==> config.mk <==
export PLATFORM = sky130hd
export DESIGN_NAME = bfs_freq_select
export DESIGN_NICKNAME = d
export VERILOG_FILES = /design/src/bfs_pkg.sv /design/src/bfs_freq_select.sv /design/src/bfs_sync.sv
export VERILOG_INCLUDE_DIRS = /design/src /design/src/src
export SDC_FILE = /design/constraint.sdc
export NUM_CORES = 1
export LEC_CHECK = 0
export BUFFER_PORTS_ARGS = -buffer_cell sky130_fd_sc_hd__buf_2
export CORE_MARGIN = 5
export CORE_UTILIZATION = 49
export DETAILED_ROUTE_END_ITERATION = 8
export HOLD_SLACK_MARGIN = 0.03
export PLACE_DENSITY = 0.71
export SYNTH_ARGS = -nofsm -noshare
export SYNTH_HDL_FRONTEND = slang
export SYNTH_SLANG_ARGS = --single-unit
==> constraint.sdc <==
create_clock -name i_clock -period 1.4 [get_ports i_clock]
set_input_delay 0.07 -clock i_clock [delete_from_list [all_inputs] [get_ports i_clock]]
set_output_delay 0.07 -clock i_clock [all_outputs]
set_load 0.005 [all_outputs]
==> src/bfs_map.svh <==
// constants for the bus frequency select driver: codes, reset values and timing
`ifndef BFS_MAP_SVH
`define BFS_MAP_SVH

`define BFS_CLOCK_PERIOD_NS   40
`define BFS_SETTLE_NS         200
`define BFS_SETTLE_CYCLES     ((`BFS_SETTLE_NS + `BFS_CLOCK_PERIOD_NS - 1) / `BFS_CLOCK_PERIOD_NS)
`define BFS_FAULT_NS          120
`define BFS_FAULT_CYCLES      ((`BFS_FAULT_NS + `BFS_CLOCK_PERIOD_NS - 1) / `BFS_CLOCK_PERIOD_NS)
`define BFS_SYNC_STAGES       2

`define BFS_CODE_WIDTH        2
`define BFS_CODE_100MHZ       2'h1
`define BFS_CODE_HI_BIT       1
`define BFS_CODE_LO_BIT       0

`define BFS_RST_PIN_OUT       2'h0
`define BFS_RST_PIN_OE_N      2'h3
`define BFS_RST_FLAG          1'h0
`define BFS_RST_COUNT         4'h0

`define BFS_SYNC_POWER_GOOD   0
`define BFS_SYNC_INT_CLOCK    1
`define BFS_SYNC_TEST_CLOCK   2
`define BFS_SYNC_READBACK_LO  3
`define BFS_SYNC_WIDTH        5

`endif

==> src/bfs_pkg.sv <==
// types and the code decoder shared by the bus frequency select driver
package bfs_pkg;

    typedef logic [1:0] bfs_code_t;

    typedef enum logic [1:0] {
        BFS_POWERUP = 2'b00,
        BFS_SETTLE  = 2'b01,
        BFS_FINAL   = 2'b10
    } bfs_state_e;

    // only the low-bit-set, high-bit-clear code names a rated frequency
    function automatic logic bfs_is_reserved(input bfs_code_t code);
        bfs_is_reserved = !(code[1] == 1'b0 && code[0] == 1'b1);
    endfunction : bfs_is_reserved

endpackage : bfs_pkg

==> src/bfs_freq_select.sv <==
// bus frequency select driver: chooses the bus code and drives it on open-drain pins
// Function
// - terminated bus group is launched and sampled on the system bus clock only.
// - cmos, clock, interrupt bus and test inputs arrive asynchronously; synchronise them.
// - interrupt serial bus signals are timed by the interrupt bus clock.
// - test access port signals are timed by the test clock.
// - during power-up the select pins may be indeterminate briefly.
// - once termination power good is seen, select pins hold their final value.
// - the device chooses the frequency and drives the code to the platform.
`timescale 1ns/10ps
`include "bfs_map.svh"
module bfs_freq_select #(
    parameter bfs_pkg::bfs_code_t FREQ_CODE     = `BFS_CODE_100MHZ,
    parameter int                 SETTLE_CYCLES = `BFS_SETTLE_CYCLES,
    parameter int                 FAULT_CYCLES  = `BFS_FAULT_CYCLES
) (
    input  wire logic               i_clock,
    input  wire logic               i_rst_n,
    input  wire logic               i_termination_power_good,
    input  wire logic               i_interrupt_bus_clock,
    input  wire logic               i_test_clock,
    input  wire bfs_pkg::bfs_code_t i_bus_freq_select_i,
    input  wire logic               i_terminated_bus_group,
    output bfs_pkg::bfs_code_t      o_bus_freq_select_o,
    output bfs_pkg::bfs_code_t      o_bus_freq_select_oe_n,
    output logic                    o_select_final,
    output logic                    o_power_good_seen,
    output logic                    o_code_reserved,
    output logic                    o_readback_fault,
    output logic                    o_interrupt_bus_tick,
    output logic                    o_test_tick,
    output logic                    o_terminated_bus_group
);
    import bfs_pkg::*;

    localparam logic [3:0] SETTLE_LAST = 4'(SETTLE_CYCLES - 1);
    localparam logic [3:0] FAULT_LAST  = 4'(FAULT_CYCLES - 1);

    logic [`BFS_SYNC_WIDTH-1:0] sync_in;
    logic [`BFS_SYNC_WIDTH-1:0] sync_out;
    logic                       power_good_s;
    logic                       int_clock_s;
    logic                       test_clock_s;
    bfs_code_t                  readback_s;

    // every asynchronous input passes two flops before any logic sees it
    assign sync_in = {i_bus_freq_select_i, i_test_clock, i_interrupt_bus_clock,
                      i_termination_power_good};

    bfs_sync #(
        .WIDTH  (`BFS_SYNC_WIDTH),
        .STAGES (`BFS_SYNC_STAGES)
    ) u_sync (
        .i_clock (i_clock),
        .i_rst_n (i_rst_n),
        .i_async (sync_in),
        .o_sync  (sync_out)
    );

    assign power_good_s = sync_out[`BFS_SYNC_POWER_GOOD];
    assign int_clock_s  = sync_out[`BFS_SYNC_INT_CLOCK];
    assign test_clock_s = sync_out[`BFS_SYNC_TEST_CLOCK];
    assign readback_s   = sync_out[`BFS_SYNC_READBACK_LO +: `BFS_CODE_WIDTH];

    // select pin sequencer: pins released, a settle wait, then a code
    // frozen until the next reset; power good cuts the wait short
    bfs_state_e state;
    bfs_state_e next_state;
    logic [3:0] settle_count;
    logic [3:0] next_settle_count;
    bfs_code_t  pin_out;
    bfs_code_t  next_pin_out;
    bfs_code_t  pin_oe_n;
    bfs_code_t  next_pin_oe_n;
    logic       final_flag;
    logic       next_final_flag;
    logic       pg_seen;
    logic       next_pg_seen;
    logic       reserved;
    logic       next_reserved;

    always_comb begin
        next_state        = state;
        next_settle_count = settle_count;
        next_pin_out      = `BFS_RST_PIN_OUT;
        next_pin_oe_n     = pin_oe_n;
        next_final_flag   = final_flag;
        next_pg_seen      = pg_seen | power_good_s;
        next_reserved     = bfs_is_reserved(FREQ_CODE);
        case (state)
            BFS_POWERUP: begin
                // pins float to the pull-ups until the driver is enabled
                next_pin_oe_n     = `BFS_RST_PIN_OE_N;
                next_settle_count = `BFS_RST_COUNT;
                next_state        = BFS_SETTLE;
            end
            BFS_SETTLE: begin
                // code bits at 0 are pulled down, code bits at 1 released to the pull-up
                next_pin_oe_n = FREQ_CODE;
                if (power_good_s || settle_count == SETTLE_LAST) begin
                    next_state      = BFS_FINAL;
                    next_final_flag = 1'b1;
                end else begin
                    next_settle_count = settle_count + 4'h1;
                end
            end
            BFS_FINAL: begin
                // the code is frozen here until the next reset
                next_pin_oe_n   = FREQ_CODE;
                next_final_flag = 1'b1;
            end
            default: begin
                next_state    = BFS_POWERUP;
                next_pin_oe_n = `BFS_RST_PIN_OE_N;
            end
        endcase
    end

    always_ff @(posedge i_clock) begin
        if (!i_rst_n) begin
            state        <= BFS_POWERUP;
            settle_count <= `BFS_RST_COUNT;
            pin_out      <= `BFS_RST_PIN_OUT;
            pin_oe_n     <= `BFS_RST_PIN_OE_N;
            final_flag   <= `BFS_RST_FLAG;
            pg_seen      <= `BFS_RST_FLAG;
            reserved     <= `BFS_RST_FLAG;
        end else begin
            state        <= next_state;
            settle_count <= next_settle_count;
            pin_out      <= next_pin_out;
            pin_oe_n     <= next_pin_oe_n;
            final_flag   <= next_final_flag;
            pg_seen      <= next_pg_seen;
            reserved     <= next_reserved;
        end
    end

    // readback check: a pin that disagrees with the driven code for too
    // long means a board fault (short or missing pull-up)
    logic [3:0] fault_count;
    logic [3:0] next_fault_count;
    logic       fault;
    logic       next_fault;

    always_comb begin
        next_fault_count = `BFS_RST_COUNT;
        next_fault       = fault;
        if (final_flag && pg_seen && readback_s != FREQ_CODE) begin
            if (fault_count == FAULT_LAST) begin
                next_fault       = 1'b1;
                next_fault_count = fault_count;
            end else begin
                next_fault_count = fault_count + 4'h1;
            end
        end
    end

    always_ff @(posedge i_clock) begin
        if (!i_rst_n) begin
            fault_count <= `BFS_RST_COUNT;
            fault       <= `BFS_RST_FLAG;
        end else begin
            fault_count <= next_fault_count;
            fault       <= next_fault;
        end
    end

    // clock-relation helpers: rising edges of the side clocks, and the
    // terminated group registered on the bus clock
    logic int_clock_d;
    logic next_int_clock_d;
    logic test_clock_d;
    logic next_test_clock_d;
    logic int_tick;
    logic next_int_tick;
    logic test_tick;
    logic next_test_tick;
    logic term_bus;
    logic next_term_bus;

    always_comb begin
        next_int_clock_d  = int_clock_s;
        next_test_clock_d = test_clock_s;
        next_int_tick     = int_clock_s & ~int_clock_d;
        next_test_tick    = test_clock_s & ~test_clock_d;
        next_term_bus     = i_terminated_bus_group;
    end

    always_ff @(posedge i_clock) begin
        if (!i_rst_n) begin
            int_clock_d  <= `BFS_RST_FLAG;
            test_clock_d <= `BFS_RST_FLAG;
            int_tick     <= `BFS_RST_FLAG;
            test_tick    <= `BFS_RST_FLAG;
            term_bus     <= `BFS_RST_FLAG;
        end else begin
            int_clock_d  <= next_int_clock_d;
            test_clock_d <= next_test_clock_d;
            int_tick     <= next_int_tick;
            test_tick    <= next_test_tick;
            term_bus     <= next_term_bus;
        end
    end

    assign o_bus_freq_select_o    = pin_out;
    assign o_bus_freq_select_oe_n = pin_oe_n;
    assign o_select_final         = final_flag;
    assign o_power_good_seen      = pg_seen;
    assign o_code_reserved        = reserved;
    assign o_readback_fault       = fault;
    assign o_interrupt_bus_tick   = int_tick;
    assign o_test_tick            = test_tick;
    assign o_terminated_bus_group = term_bus;

endmodule : bfs_freq_select

==> src/bfs_sync.sv <==
// two-flop synchronisers for inputs that bear no phase relation to the bus clock
`timescale 1ns/10ps
module bfs_sync #(
    parameter int WIDTH  = 1,
    parameter int STAGES = 2
) (
    input  wire logic             i_clock,
    input  wire logic             i_rst_n,
    input  wire logic [WIDTH-1:0] i_async,
    output logic      [WIDTH-1:0] o_sync
);

    genvar g;
    generate
        for (g = 0; g < WIDTH; g = g + 1) begin : g_bit
            logic [STAGES-1:0] chain;
            logic [STAGES-1:0] next_chain;
            always_comb begin
                next_chain = {chain[STAGES-2:0], i_async[g]};
            end
            always_ff @(posedge i_clock) begin
                if (!i_rst_n) begin
                    chain <= '0;
                end else begin
                    chain <= next_chain;
                end
            end
            assign o_sync[g] = chain[STAGES-1];
        end
    endgenerate

endmodule : bfs_sync

Yosys cells after proc, flatten, opt, wreduce, memory -nomap -nowiden:

Cells that the tools add are included.
Widths: inputs -> output; s select.

* $mul: 0
* mux-type cells: 7
* $add $sub $neg: 2
* shifts and indexed selects: 0
* reductions and logical operators: 12
* magnitude comparators: 0
* equal/unequal tests: 7
* divide/modulo/power cells: 0
* bitwise gates (word level): 6

Operator list (count)
* $reduce_and 2->1: 5
* $add 4x1->4 const B: 2
* $pmux 4 s2: 1
* $pmux 2 s3: 1
* $eq 4x2->1 const B: 1
* $eq 4x3->1 const B: 1
* $mux 2: 2
* $mux 4: 1
* $ne 2x2->1 const B: 2
* $reduce_bool 2->1: 2
* $not 1->1: 3
* $and 1x1->1: 2
* $eq 2x1->1 const B: 1
* $eq 2x2->1 const B: 1
* $logic_and 1x1->1: 2
* $logic_not 2->1: 1
* $ne 2x1->1 const B: 1
* $pmux 1 s2: 1
* $reduce_or 2->1: 1
* $logic_or 1x1->1: 1
* $mux 1: 1
* $or 1x1->1: 1

* memories: 0
* word-level logic and storage cells: 51
* latch bits: 0
* output and inout port bits: 11
* memory bits (writable): 0
* flip-flop bits (word level): 30
* bits in read-only memories: 0

Depth between registers and ports, before layout:

Gate-level depths: netlist of the first run.

* depth in word-level cells: 4
* mapped depth: 5
* mapped depth without buffers: 5

By module:

From an unflattened synthesis of the first run, not the netlist that was laid out.

* cells, all modules: 113
* area, all modules: 1156.1 um2

By module, submodules not included
* bfs_freq_select: times used 1, area each 855.8 um2, cells each 88
* bfs_sync: times used 1, area each 300.3 um2, cells each 25

Worst setup path before layout of the first run:

OpenSTA, ideal clock, no wires.

* kind: flip-flop to flip-flop
* from: reg state[1]
* to: reg state[1]
* buffers on the path: 0
* data required time: 1342 ps
* stages on the path, launching flop included: 6
* arrival time: 1161 ps
* setup slack: 180 ps
* cells stage by stage: dfxtp_1 -> inv_1 -> ha_1 -> and2b_2 -> a21oi_2 -> o221a_2

* elaborated cells between the ends (all ways): 7

RTL lines
* from (decl): RTL line bfs_freq_select.sv:67 `bfs_state_e state;`
* from (signal assigned): RTL line bfs_freq_select.sv:129 `state <= next_state;`
* $eq 2x2->1 (tied with other cells): RTL line bfs_freq_select.sv:90 `case (state)`
* $pmux 2 s3 *: RTL line bfs_freq_select.sv:90
* named net next_state[1]: RTL line bfs_freq_select.sv:68 `bfs_state_e next_state;`

The timed path passes the listed nets; every way through them passes the cells marked *.
A chain may end at the register's enable or synchronous reset.

Worst setup path after layout of the first run:

* from: reg fault_count[0]
* to: reg fault_count[0]

* cells in the longest elaborated chain, start to end: 1
* elaborated cells between the ends (all ways): 2

RTL lines
* from (decl): RTL line bfs_freq_select.sv:141 `logic [3:0] fault_count;`
* from (signal assigned): RTL line bfs_freq_select.sv:161 `` fault_count <= `BFS_RST_COUNT; ``
* from (signal assigned): RTL line bfs_freq_select.sv:164 `fault_count <= next_fault_count;`
* $add 4x1->4 or $eq 4x2->1 (tied branches): RTL line bfs_freq_select.sv:154, bfs_freq_select.sv:150

Several ways; a longest one is shown, not always the timed one.

==> results.sh, run 1 <==
export IMPL_status="finished clean"
export IMPL_cp_max_fo=4
export IMPL_cts_tree="built"
export IMPL_hold_path_class="input port to register"
export IMPL_clk_pin_slew_ns=0.09
export IMPL_finalCritPeriodShare_pct=95.78
export IMPL_gp_congestion=0.8644
export IMPL_clock_sinks=29
export IMPL_met2RoutedLength_um=982
export IMPL_area_growth_pct=21.31
export IMPL_p_sw_uw=544.6
export IMPL_die_x_um=57.97
export IMPL_cpLargestDelayFamily="simple AND/OR/NAND/NOR gates"
export IMPL_rows=17
export IMPL_fillers=191
export IMPL_port_buffers=14
export IMPL_antenna_cells=0
export IMPL_die_area_um2=3360
export IMPL_synth_cell_area_um2=1127
export IMPL_p_comb_share_pct=19.9
export IMPL_nets=150
export IMPL_fin_area_um2=1368
export IMPL_power_leakage_uw=0.0006019
export IMPL_timing_fmax_mhz=745.7
export IMPL_overflow=0
export IMPL_setup_viol=0
export IMPL_ys_async_sr_fraction_pct=0
export IMPL_slowest_delay_ns=0.43
export IMPL_hpwlAfterDp_um=1297
export IMPL_cp_arrival_ns=1.53
export IMPL_power_total_uw=2064
export IMPL_synth_main_ff_cell="dfxtp_1"
export IMPL_swShare_pct=26.39
export IMPL_wl_met1_um=780
export IMPL_antenna_found_initial=0
export IMPL_cpMaxStageDelayCell="or3b_4"
export IMPL_drive_gt1_share_pct=24.26
export IMPL_p_int_uw=1519
export IMPL_fp_coreArea_um2=2212
export IMPL_drt_total_wl_um=1876
export IMPL_path_class="register to register"
export IMPL_routed_wl_met3_um=97
export IMPL_vias=796
export IMPL_grt_pass1_wl_um=3305
export IMPL_cts_buffers=5
export IMPL_drcViolationCount=0
export IMPL_clockRootBuffer="clkbuf_4"
export IMPL_final_hold_viol_count=0
export IMPL_insertion_delay_ns=0.31
export IMPL_wl_per_cell_um=11.44
export IMPL_period_minus_slack_ns=1.341
export IMPL_peakVddDrop_mv=0.9134
export IMPL_grt_usage_pct=13.12
export IMPL_grt_pass1_vias=806
export IMPL_critPathRequiredTime_ns=1.59
export IMPL_dpl_cell_area_um2=1209
export IMPL_worst_setup_path_start_kind="register"
export IMPL_seq_area_frac_synth_pct=51.50
export IMPL_top_layer="met4"
export IMPL_clockBufferDepth=2
export IMPL_start_util_pct=50.96
export IMPL_fin_skew_ns=0.004680
export IMPL_seq_power_share_pct=46.0
export IMPL_io_pins=19
export IMPL_finish_utilization_pct=61.82
export IMPL_drt_iter0_drc=13
export IMPL_synth_seq_cells=29
export IMPL_die_y_um=57.97
export IMPL_grt_max_degree=24
export IMPL_power_density_nw_per_um2=1509
export IMPL_yosysWarnings=0
export IMPL_drv_cap=0
export IMPL_h_tree_depth=2
export IMPL_synth_edf_count=0
export IMPL_cp_end_kind="register"
export IMPL_slew_violations=0
export IMPL_path_buf_inv=1
export IMPL_viasPerCell=4.854
export IMPL_syn_area_per_cell_um2=10.16
export IMPL_dr_pass1_iters=3
export IMPL_synthCells=111
export IMPL_antenna_left=0
export IMPL_clkPwrFrac_pct=34.1
export IMPL_worstPathCellList="inv_1, ha_1, or3b_4, xnor2_2, nor2_1"
export IMPL_synth_cell_type_count=30
export IMPL_finalSetupTns_ns=0
[per-layer routing]
layer | GRT usage [%] | vias to the layer above
li1 | - | 406
met1 | 13.95 | 374
met2 | 22.58 | 14
met3 | 4.677 | 2
met4 | 6.954 | 0
met5 | 0 | -
[power groups by stage]
| stage | Clock [uW] | Sequential, uW | Combinational, uW |
|---|---|---|---|
| finish | 704 | 950 | 411 |
| global route | 772 | 958 | 459 |
| detailed placement | 0 | 966 | 399 |
| CTS | 721 | 947 | 416 |
| global placement | 0 | 962 | 385 |
| floorplan | 0 | 966 | 287 |
[final timing paths]
check,from,to,slack [ns],depth (start not counted)
max,fault_count[0],fault_count[0],0.06,5
min,i_rst_n,o_bus_freq_select_oe_n[1],0.10,2
max reg2reg,fault_count[0],fault_count[0],0.06,5
min reg2reg,int_clock_d,o_interrupt_bus_tick,0.38,1
[worst register-to-register path: stages (launching register included)]
cell	delay, ns
dfxtp_2	0.36
inv_1	0.06
ha_1	0.16
or3b_4	0.43
xnor2_2	0.15
nor2_1	0.06
[through the flow]
stage / worst slack [ns] / hold slack (ns) / std cells
5_1_grt: -0.02142 / 0.09904 / 164
3_5_place_dp: 0.08459 / 0.2812 / 150
6_report: 0.05902 / 0.1012 / 164
3_3_place_gp: 0.1371 / 0.2753 / 150
4_1_cts: 0.04268 / 0.09647 / 164
2_1_floorplan: 0.1802 / 0.1973 / 113
[layout make-up]
class	count	area, um2	share of cell area [%]
flip-flops and latches	29	584.3	42.73
multi-input cells	71	499.2	36.51
repair buffers	21	137.6	10.06
clock buffers	7	55.05	4.026
well taps	28	35.03	2.562
clock inverters	1	30.03	2.196
inverters	7	26.28	1.921
[layout by cell type (no fill, tap or decap), drive strengths merged, types with 6 or more instances in the layout]
master / n
dfxtp: 29
buf: 15
and2: 13
inv: 7
ha: 7
nor2: 7
clkbuf: 7
nand2: 6
dlygate4sd3: 6
a21oi: 6
[sequential cells by signal, summed over array words and instances, names as in the netlist]
name                    flops
o_terminated_bus_group      1
test_clock_d                1
o_readback_fault            1
state                       2
int_clock_d                 1
o_bus_freq_select_oe_n      1
u_sync.g_bit.chain         10
o_power_good_seen           1
settle_count                4
fault_count                 4
o_test_tick                 1
o_interrupt_bus_tick        1
o_select_final              1
[cells in the mapped netlist, types with 2 or more instances]
library cell | n | share of area [%]
nor2b_1 | 2 | 1.1
and2_1 | 13 | 7.2
o2111ai_1 | 2 | 1.6
inv_1 | 7 | 2.3
dfxtp_1 | 29 | 51
nand3_1 | 4 | 1.8
buf_4 | 4 | 2.7
nor2_1 | 7 | 2.3
nand2_1 | 6 | 2.0
o211ai_1 | 2 | 1.3
nand2b_1 | 4 | 2.2
conb_1 | 2 | 0.67
a21oi_1 | 5 | 2.2
ha_1 | 7 | 7.8
nand3b_1 | 2 | 1.3
[cell families after synthesis]
family / synth area share [%]
other: 0.6662
and+or+nand+nor: 20.53
AOI/OAI and AO/OA: 11.32
muxes: 0.8879
xor gates and xnor gates: 1.554
buffers and inverters: 5.771
adders and majority gates: 7.769
DFF: 51.50
[timing repair]
item,4_1_cts,5_1_grt
gates resized for setup,0,5
setup endpoints to repair,0,2
setup buffers,0,0
hold endpoints to repair,6,0
hold buffers,6,0
Note: power is estimated with default switching activity, not from simulation.
==> run 2, diff against run 1 <==
--- a/config.mk
+++ b/config.mk
@@ -7,6 +7,7 @@
 export NUM_CORES = 1
 export LEC_CHECK = 0
 export BUFFER_PORTS_ARGS = -buffer_cell sky130_fd_sc_hd__buf_2
+export CORE_ASPECT_RATIO = 1.5
 export CORE_MARGIN = 5
 export CORE_UTILIZATION = 49
 export DETAILED_ROUTE_END_ITERATION = 8
==> run 2 against run 1 <==
  * Combinational power up 1%
  * Cell area up 0.55%
  * Cell count down 1.8%
  * Hold slack better by 0.28 ns
  * Clock power up 0.9%
  * Core utilization down 0.25 points
  * Critical endpoint is now state[1]
==> results.sh, run 2 (synthesis gave the netlist of run 1 again) <==
export IMPL_status="finished clean"
export IMPL_final_hold_viol_count=0
export IMPL_grt_usage_pct=12.53
export IMPL_largest_reg_flops=10
export IMPL_fp_coreArea_um2=2233
export IMPL_ff2ff_path_depth=5
export IMPL_rows=21
export IMPL_clock_sinks=29
export IMPL_io_pins=19
export IMPL_rsz0062_at_grt="false"
export IMPL_path_buf_inv=1
export IMPL_slew_violations=0
export IMPL_overflow=0
export IMPL_peakVddDrop_mv=1.305
export IMPL_die_x_um=49.17
export IMPL_antenna_left=0
export IMPL_cp_arrival_ns=1.54
export IMPL_h_tree_depth=2
export IMPL_start_util_pct=50.48
export IMPL_fillers=173
export IMPL_regArea_um2=584.3
export IMPL_cp_max_fo=5
export IMPL_period_minus_slack_ns=1.323
export IMPL_nets=152
export IMPL_crit_path_start="settle_count[1]"
export IMPL_seq_power_share_pct=45.7
export IMPL_clockBufferDepth=2
export IMPL_clockRootBuffer="clkbuf_4"
export IMPL_cts_buffers=5
export IMPL_drt_total_wl_um=1729
export IMPL_finalCritPeriodShare_pct=94.53
export IMPL_p_sw_uw=549.9
export IMPL_grt_pass1_vias=763
export IMPL_p_comb_share_pct=20.1
export IMPL_p_int_uw=1525
export IMPL_hold_path_class="register to register"
export IMPL_area_growth_pct=21.98
export IMPL_clk_pin_slew_ns=0.09
export IMPL_final_cell_mix="dfxtp_1, buf_2, and2_1"
export IMPL_insertion_delay_ns=0.33
export IMPL_largestRegisters="u_sync.g_bit.chain x10, fault_count x4, settle_count x4"
export IMPL_dr_pass1_iters=6
export IMPL_regToRegStartpoint="settle_count[1]"
export IMPL_multi_input_area_um2=491.7
export IMPL_grt_pass1_wl_um=3118
export IMPL_path_class="register to register"
export IMPL_r2r_end="state[1]"
export IMPL_fin_skew_ns=0.004911
export IMPL_critPathRequiredTime_ns=1.61
export IMPL_antenna_cells=0
export IMPL_vias=789
export IMPL_cp_end_kind="register"
export IMPL_endpoint="state[1]"
export IMPL_cpMaxStageDelayCell="dfxtp_1"
export IMPL_power_density_nw_per_um2=1509
export IMPL_cp_depth=5
export IMPL_hpwlAfterDp_um=1273
export IMPL_drcViolationCount=0
export IMPL_timing_fmax_mhz=755.6
export IMPL_grt_max_degree=19
export IMPL_r2r_slack_ns=0.08
export IMPL_hp_start="test_clock_d"
export IMPL_drive_gt1_share_pct=24.64
export IMPL_top_register="u_sync.g_bit.chain"
export IMPL_gp_congestion=0.7428
export IMPL_wl_per_cell_um=10.74
export IMPL_worst_setup_path_start_kind="register"
export IMPL_die_area_um2=3380
export IMPL_die_y_um=68.75
export IMPL_power_leakage_uw=0.0005998
export IMPL_viasPerCell=4.901
export IMPL_drv_cap=0
export IMPL_swShare_pct=26.50
export IMPL_port_buffers=14
export IMPL_antenna_found_initial=0
export IMPL_worstPathCellList="inv_1, ha_1, nand3b_1, a21oi_2, o221a_2"
export IMPL_drt_iter0_drc=17
export IMPL_clkPwrFrac_pct=34.2
export IMPL_finish_utilization_pct=61.57
export IMPL_setup_viol=0
export IMPL_cts_tree="built"
export IMPL_finalSetupTns_ns=0
export IMPL_cpLargestDelayFamily="flip-flops"
export IMPL_final_common_cell="dfxtp_1"
export IMPL_slowest_delay_ns=0.40
## run 2: cell count changes in the layout (fill, tap and decap cells not counted), sizes merged
cell         delta
buf             +1
dlygate4sd3     +1
clkbuf          -1
clkinvlp        +1
## run 2: cell type report
class | instances | area share (%)
sequential | 29 | 42.49
multi-input combinational | 71 | 35.76
timing repair buffer | 23 | 11.28
clock buffer | 6 | 3.731
clock inverter | 2 | 2.730
tap | 23 | 2.093
inverter | 7 | 1.911
## run 2: power by group through the flow
stage	logic (uW)	registers, uW	clock network (uW)
2_1_floorplan	287	966	0
3_3_place_gp	388	962	0
3_5_place_dp	402	964	0
4_1_cts	419	946	740
5_1_grt	480	961	782
6_report	416	948	710
## run 2: worst min path at each step
| stage | end | slack, ns | cells past startpoint |
|---|---|---|---|
| after floorplan | o_terminated_bus_group | 0.20 | 1 |
| after global placement | o_terminated_bus_group | 0.28 | 2 |
| after global routing | o_interrupt_bus_tick | 0.40 | 1 |
| final | o_test_tick | 0.39 | 1 |
| after CTS | o_test_tick | 0.39 | 1 |
| after detailed placement | u_sync.g_bit[4].chain[0] | 0.28 | 2 |
## run 2: repair_timing
action                     4_1_cts  5_1_grt
setup endpoints to repair        0        3
hold buffers                     7        0
buffers inserted                 0        0
hold endpoints to repair         8        0
gates resized for setup          0        4
## run 2: stage by stage
step	instance area (um2)	hold slack [ns]	setup WS (ns)	std cells	total power, uW
after floorplan	1135	0.1973	0.1802	113	1253
after global placement	1210	0.2751	0.1396	146	1350
after detailed placement	1210	0.2799	0.06447	146	1366
after CTS	1369	0.3885	0.03859	161	2105
after global routing	1375	0.4026	0.01072	161	2223
final	1375	0.3854	0.07657	161	2075
## run 2: per-layer routing
layer	vias up	part of all wire [%]	GRT usage, %
met5	-	0	0
met4	0	3.1	9.091
met3	6	5.6	5.806
met2	15	50	20.81
met1	359	41	12.22
li1	409	-	-
==> run 3, diff against run 2 <==
--- a/config.mk
+++ b/config.mk
@@ -9,10 +9,10 @@
 export BUFFER_PORTS_ARGS = -buffer_cell sky130_fd_sc_hd__buf_2
 export CORE_ASPECT_RATIO = 1.5
 export CORE_MARGIN = 5
-export CORE_UTILIZATION = 49
+export CORE_UTILIZATION = 53
 export DETAILED_ROUTE_END_ITERATION = 8
 export HOLD_SLACK_MARGIN = 0.03
-export PLACE_DENSITY = 0.71
+export PLACE_DENSITY = 0.76
 export SYNTH_ARGS = -nofsm -noshare
 export SYNTH_HDL_FRONTEND = slang
 export SYNTH_SLANG_ARGS = --single-unit
==> run 3 against run 2 <==
  * Non-clock buffer count did not move
  * Hold slack better by 0.0012 ns
  * Wire length grew 17%
==> results.sh, run 3 (synthesis gave the netlist of run 1 again) <==
export IMPL_clockRootBuffer="clkbuf_4"
export IMPL_h_tree_depth=2
export IMPL_drt_iter0_drc=17
export IMPL_port_buffers=14
export IMPL_area_growth_pct=21.64
export IMPL_cts_buffers=5
export IMPL_final_cell_mix="dfxtp_1, buf_2, and2_1"
export IMPL_finalCritPeriodShare_pct=93.62
export IMPL_largestRegisters="u_sync.g_bit.chain x10, fault_count x4, settle_count x4"
export IMPL_cpMaxStageDelayCell="or3b_4"
export IMPL_vias=812
export IMPL_period_minus_slack_ns=1.311
export IMPL_layoutNonFillerInstCount=160
export IMPL_slowest_delay_ns=0.41
export IMPL_largest_reg_flops=10
export IMPL_overflow=0
export IMPL_finalSetupTns_ns=0
export IMPL_die_area_um2=3168
export IMPL_antenna_cells=0
export IMPL_dr_pass1_iters=4
export IMPL_worstPathCellList="ha_1, or3b_4, xnor2_1, nor2_1"
export IMPL_clockBufferDepth=2
export IMPL_placedCellCount=144
export IMPL_fin_area_um2=1371
export IMPL_power_leakage_uw=0.0006001
export IMPL_final_hold_viol_count=0
export IMPL_insertion_delay_ns=0.31
export IMPL_viasPerCell=5.075
export IMPL_clk_pin_slew_ns=0.09
export IMPL_critPathRequiredTime_ns=1.59
export IMPL_nets=152
export IMPL_fillers=163
export IMPL_worst_setup_path_start_kind="register"
export IMPL_hold_path_class="register to register"
export IMPL_regToRegStartpoint="fault_count[1]"
export IMPL_wl_per_cell_um=12.60
export IMPL_grt_pass1_wl_um=3305
export IMPL_grt_usage_pct=15.06
export IMPL_hp_start="test_clock_d"
export IMPL_cp_end_kind="register"
export IMPL_top_register="u_sync.g_bit.chain"
export IMPL_start_util_pct=55.62
export IMPL_rows=20
export IMPL_cp_max_fo=4
export IMPL_timing_fmax_mhz=763.0
export IMPL_die_y_um=66.49
export IMPL_path_class="register to register"
export IMPL_io_pins=19
export IMPL_drv_cap=0
export IMPL_drcViolationCount=0
export IMPL_fp_coreArea_um2=2027
export IMPL_status="finished clean"
export IMPL_peakVddDrop_mv=0.9189
export IMPL_gp_congestion=0.7563
export IMPL_hpwlAfterDp_um=1323
export IMPL_slew_violations=0
export IMPL_grt_pass1_vias=824
export IMPL_drive_gt1_share_pct=23.91
export IMPL_setup_viol=0
export IMPL_cp_arrival_ns=1.50
export IMPL_antenna_left=0
export IMPL_antenna_found_initial=0
export IMPL_whs_ns=0.3866
export IMPL_clock_sinks=29
export IMPL_crit_path_start="fault_count[1]"
export IMPL_drt_total_wl_um=2016
export IMPL_fin_skew_ns=0.009341
export IMPL_cts_tree="built"
export IMPL_power_density_nw_per_um2=1444
export IMPL_die_x_um=47.66
export IMPL_final_common_cell="dfxtp_1"
export IMPL_grt_max_degree=16
export IMPL_dpl_cell_area_um2=1201
run 3: final timing paths:
path,endpoint,cells past startpoint,slack (ns)
setup / recovery,fault_count[0],4,0.09
hold / removal,o_test_tick,1,0.39
setup reg to reg,fault_count[0],4,0.09
hold reg to reg,o_test_tick,1,0.39
run 3: metal layers:
layer	global-route usage (%)	vias to the layer above	share of wire, %
met3	7.568	4	5.1
met2	25.50	18	56
li1	-	409	-
met1	14.38	381	36
met5	0	-	0
met4	7.071	0	2.6
run 3: metrics by stage:
stage | util, % | worst slack (ns) | total power (uW)
global route | 67.65 | -0.003052 | 2126
floorplan | - | 0.1802 | 1253
finish | 67.65 | 0.08930 | 1980
CTS | 66.17 | 0.05152 | 1928
detailed placement | 59.26 | 0.07872 | 1360
global placement | 59.26 | 0.1260 | 1336
run 3: cell type report:
type	count	area [um2]	share of cell area, %
sequential	29	583.1	42.52
multi-input combinational	71	509.2	37.13
inverter	7	26.28	1.916
timing repair buffer	23	155.1	11.31
tap	22	27.53	2.007
clock inverter	1	5.005	0.3650
clock buffer	7	65.06	4.745
run 3: repair_timing:
action,4_1_cts,5_1_grt
endpoints found under the hold margin,7,0
hold buffers,7,0
setup buffers,0,1
resized for setup,0,5
endpoints found under the setup margin,0,3
run 3: where the power goes:
| part | switching (uW) | internal [uW] | total (uW) |
|---|---|---|---|
| Combinational | 247 | 213 | 460 |
| Sequential | 55.0 | 908 | 963 |
| Clock | 266 | 291 | 557 |
run 3: critical path: cells and delay by family, from the launching register on:
family / cells / cell delay (ns)
adder cells (fa/ha/maj): 1 / 0.18
XOR/XNOR: 1 / 0.16
flip-flops: 1 / 0.39
AND/OR/NAND/NOR: 2 / 0.46
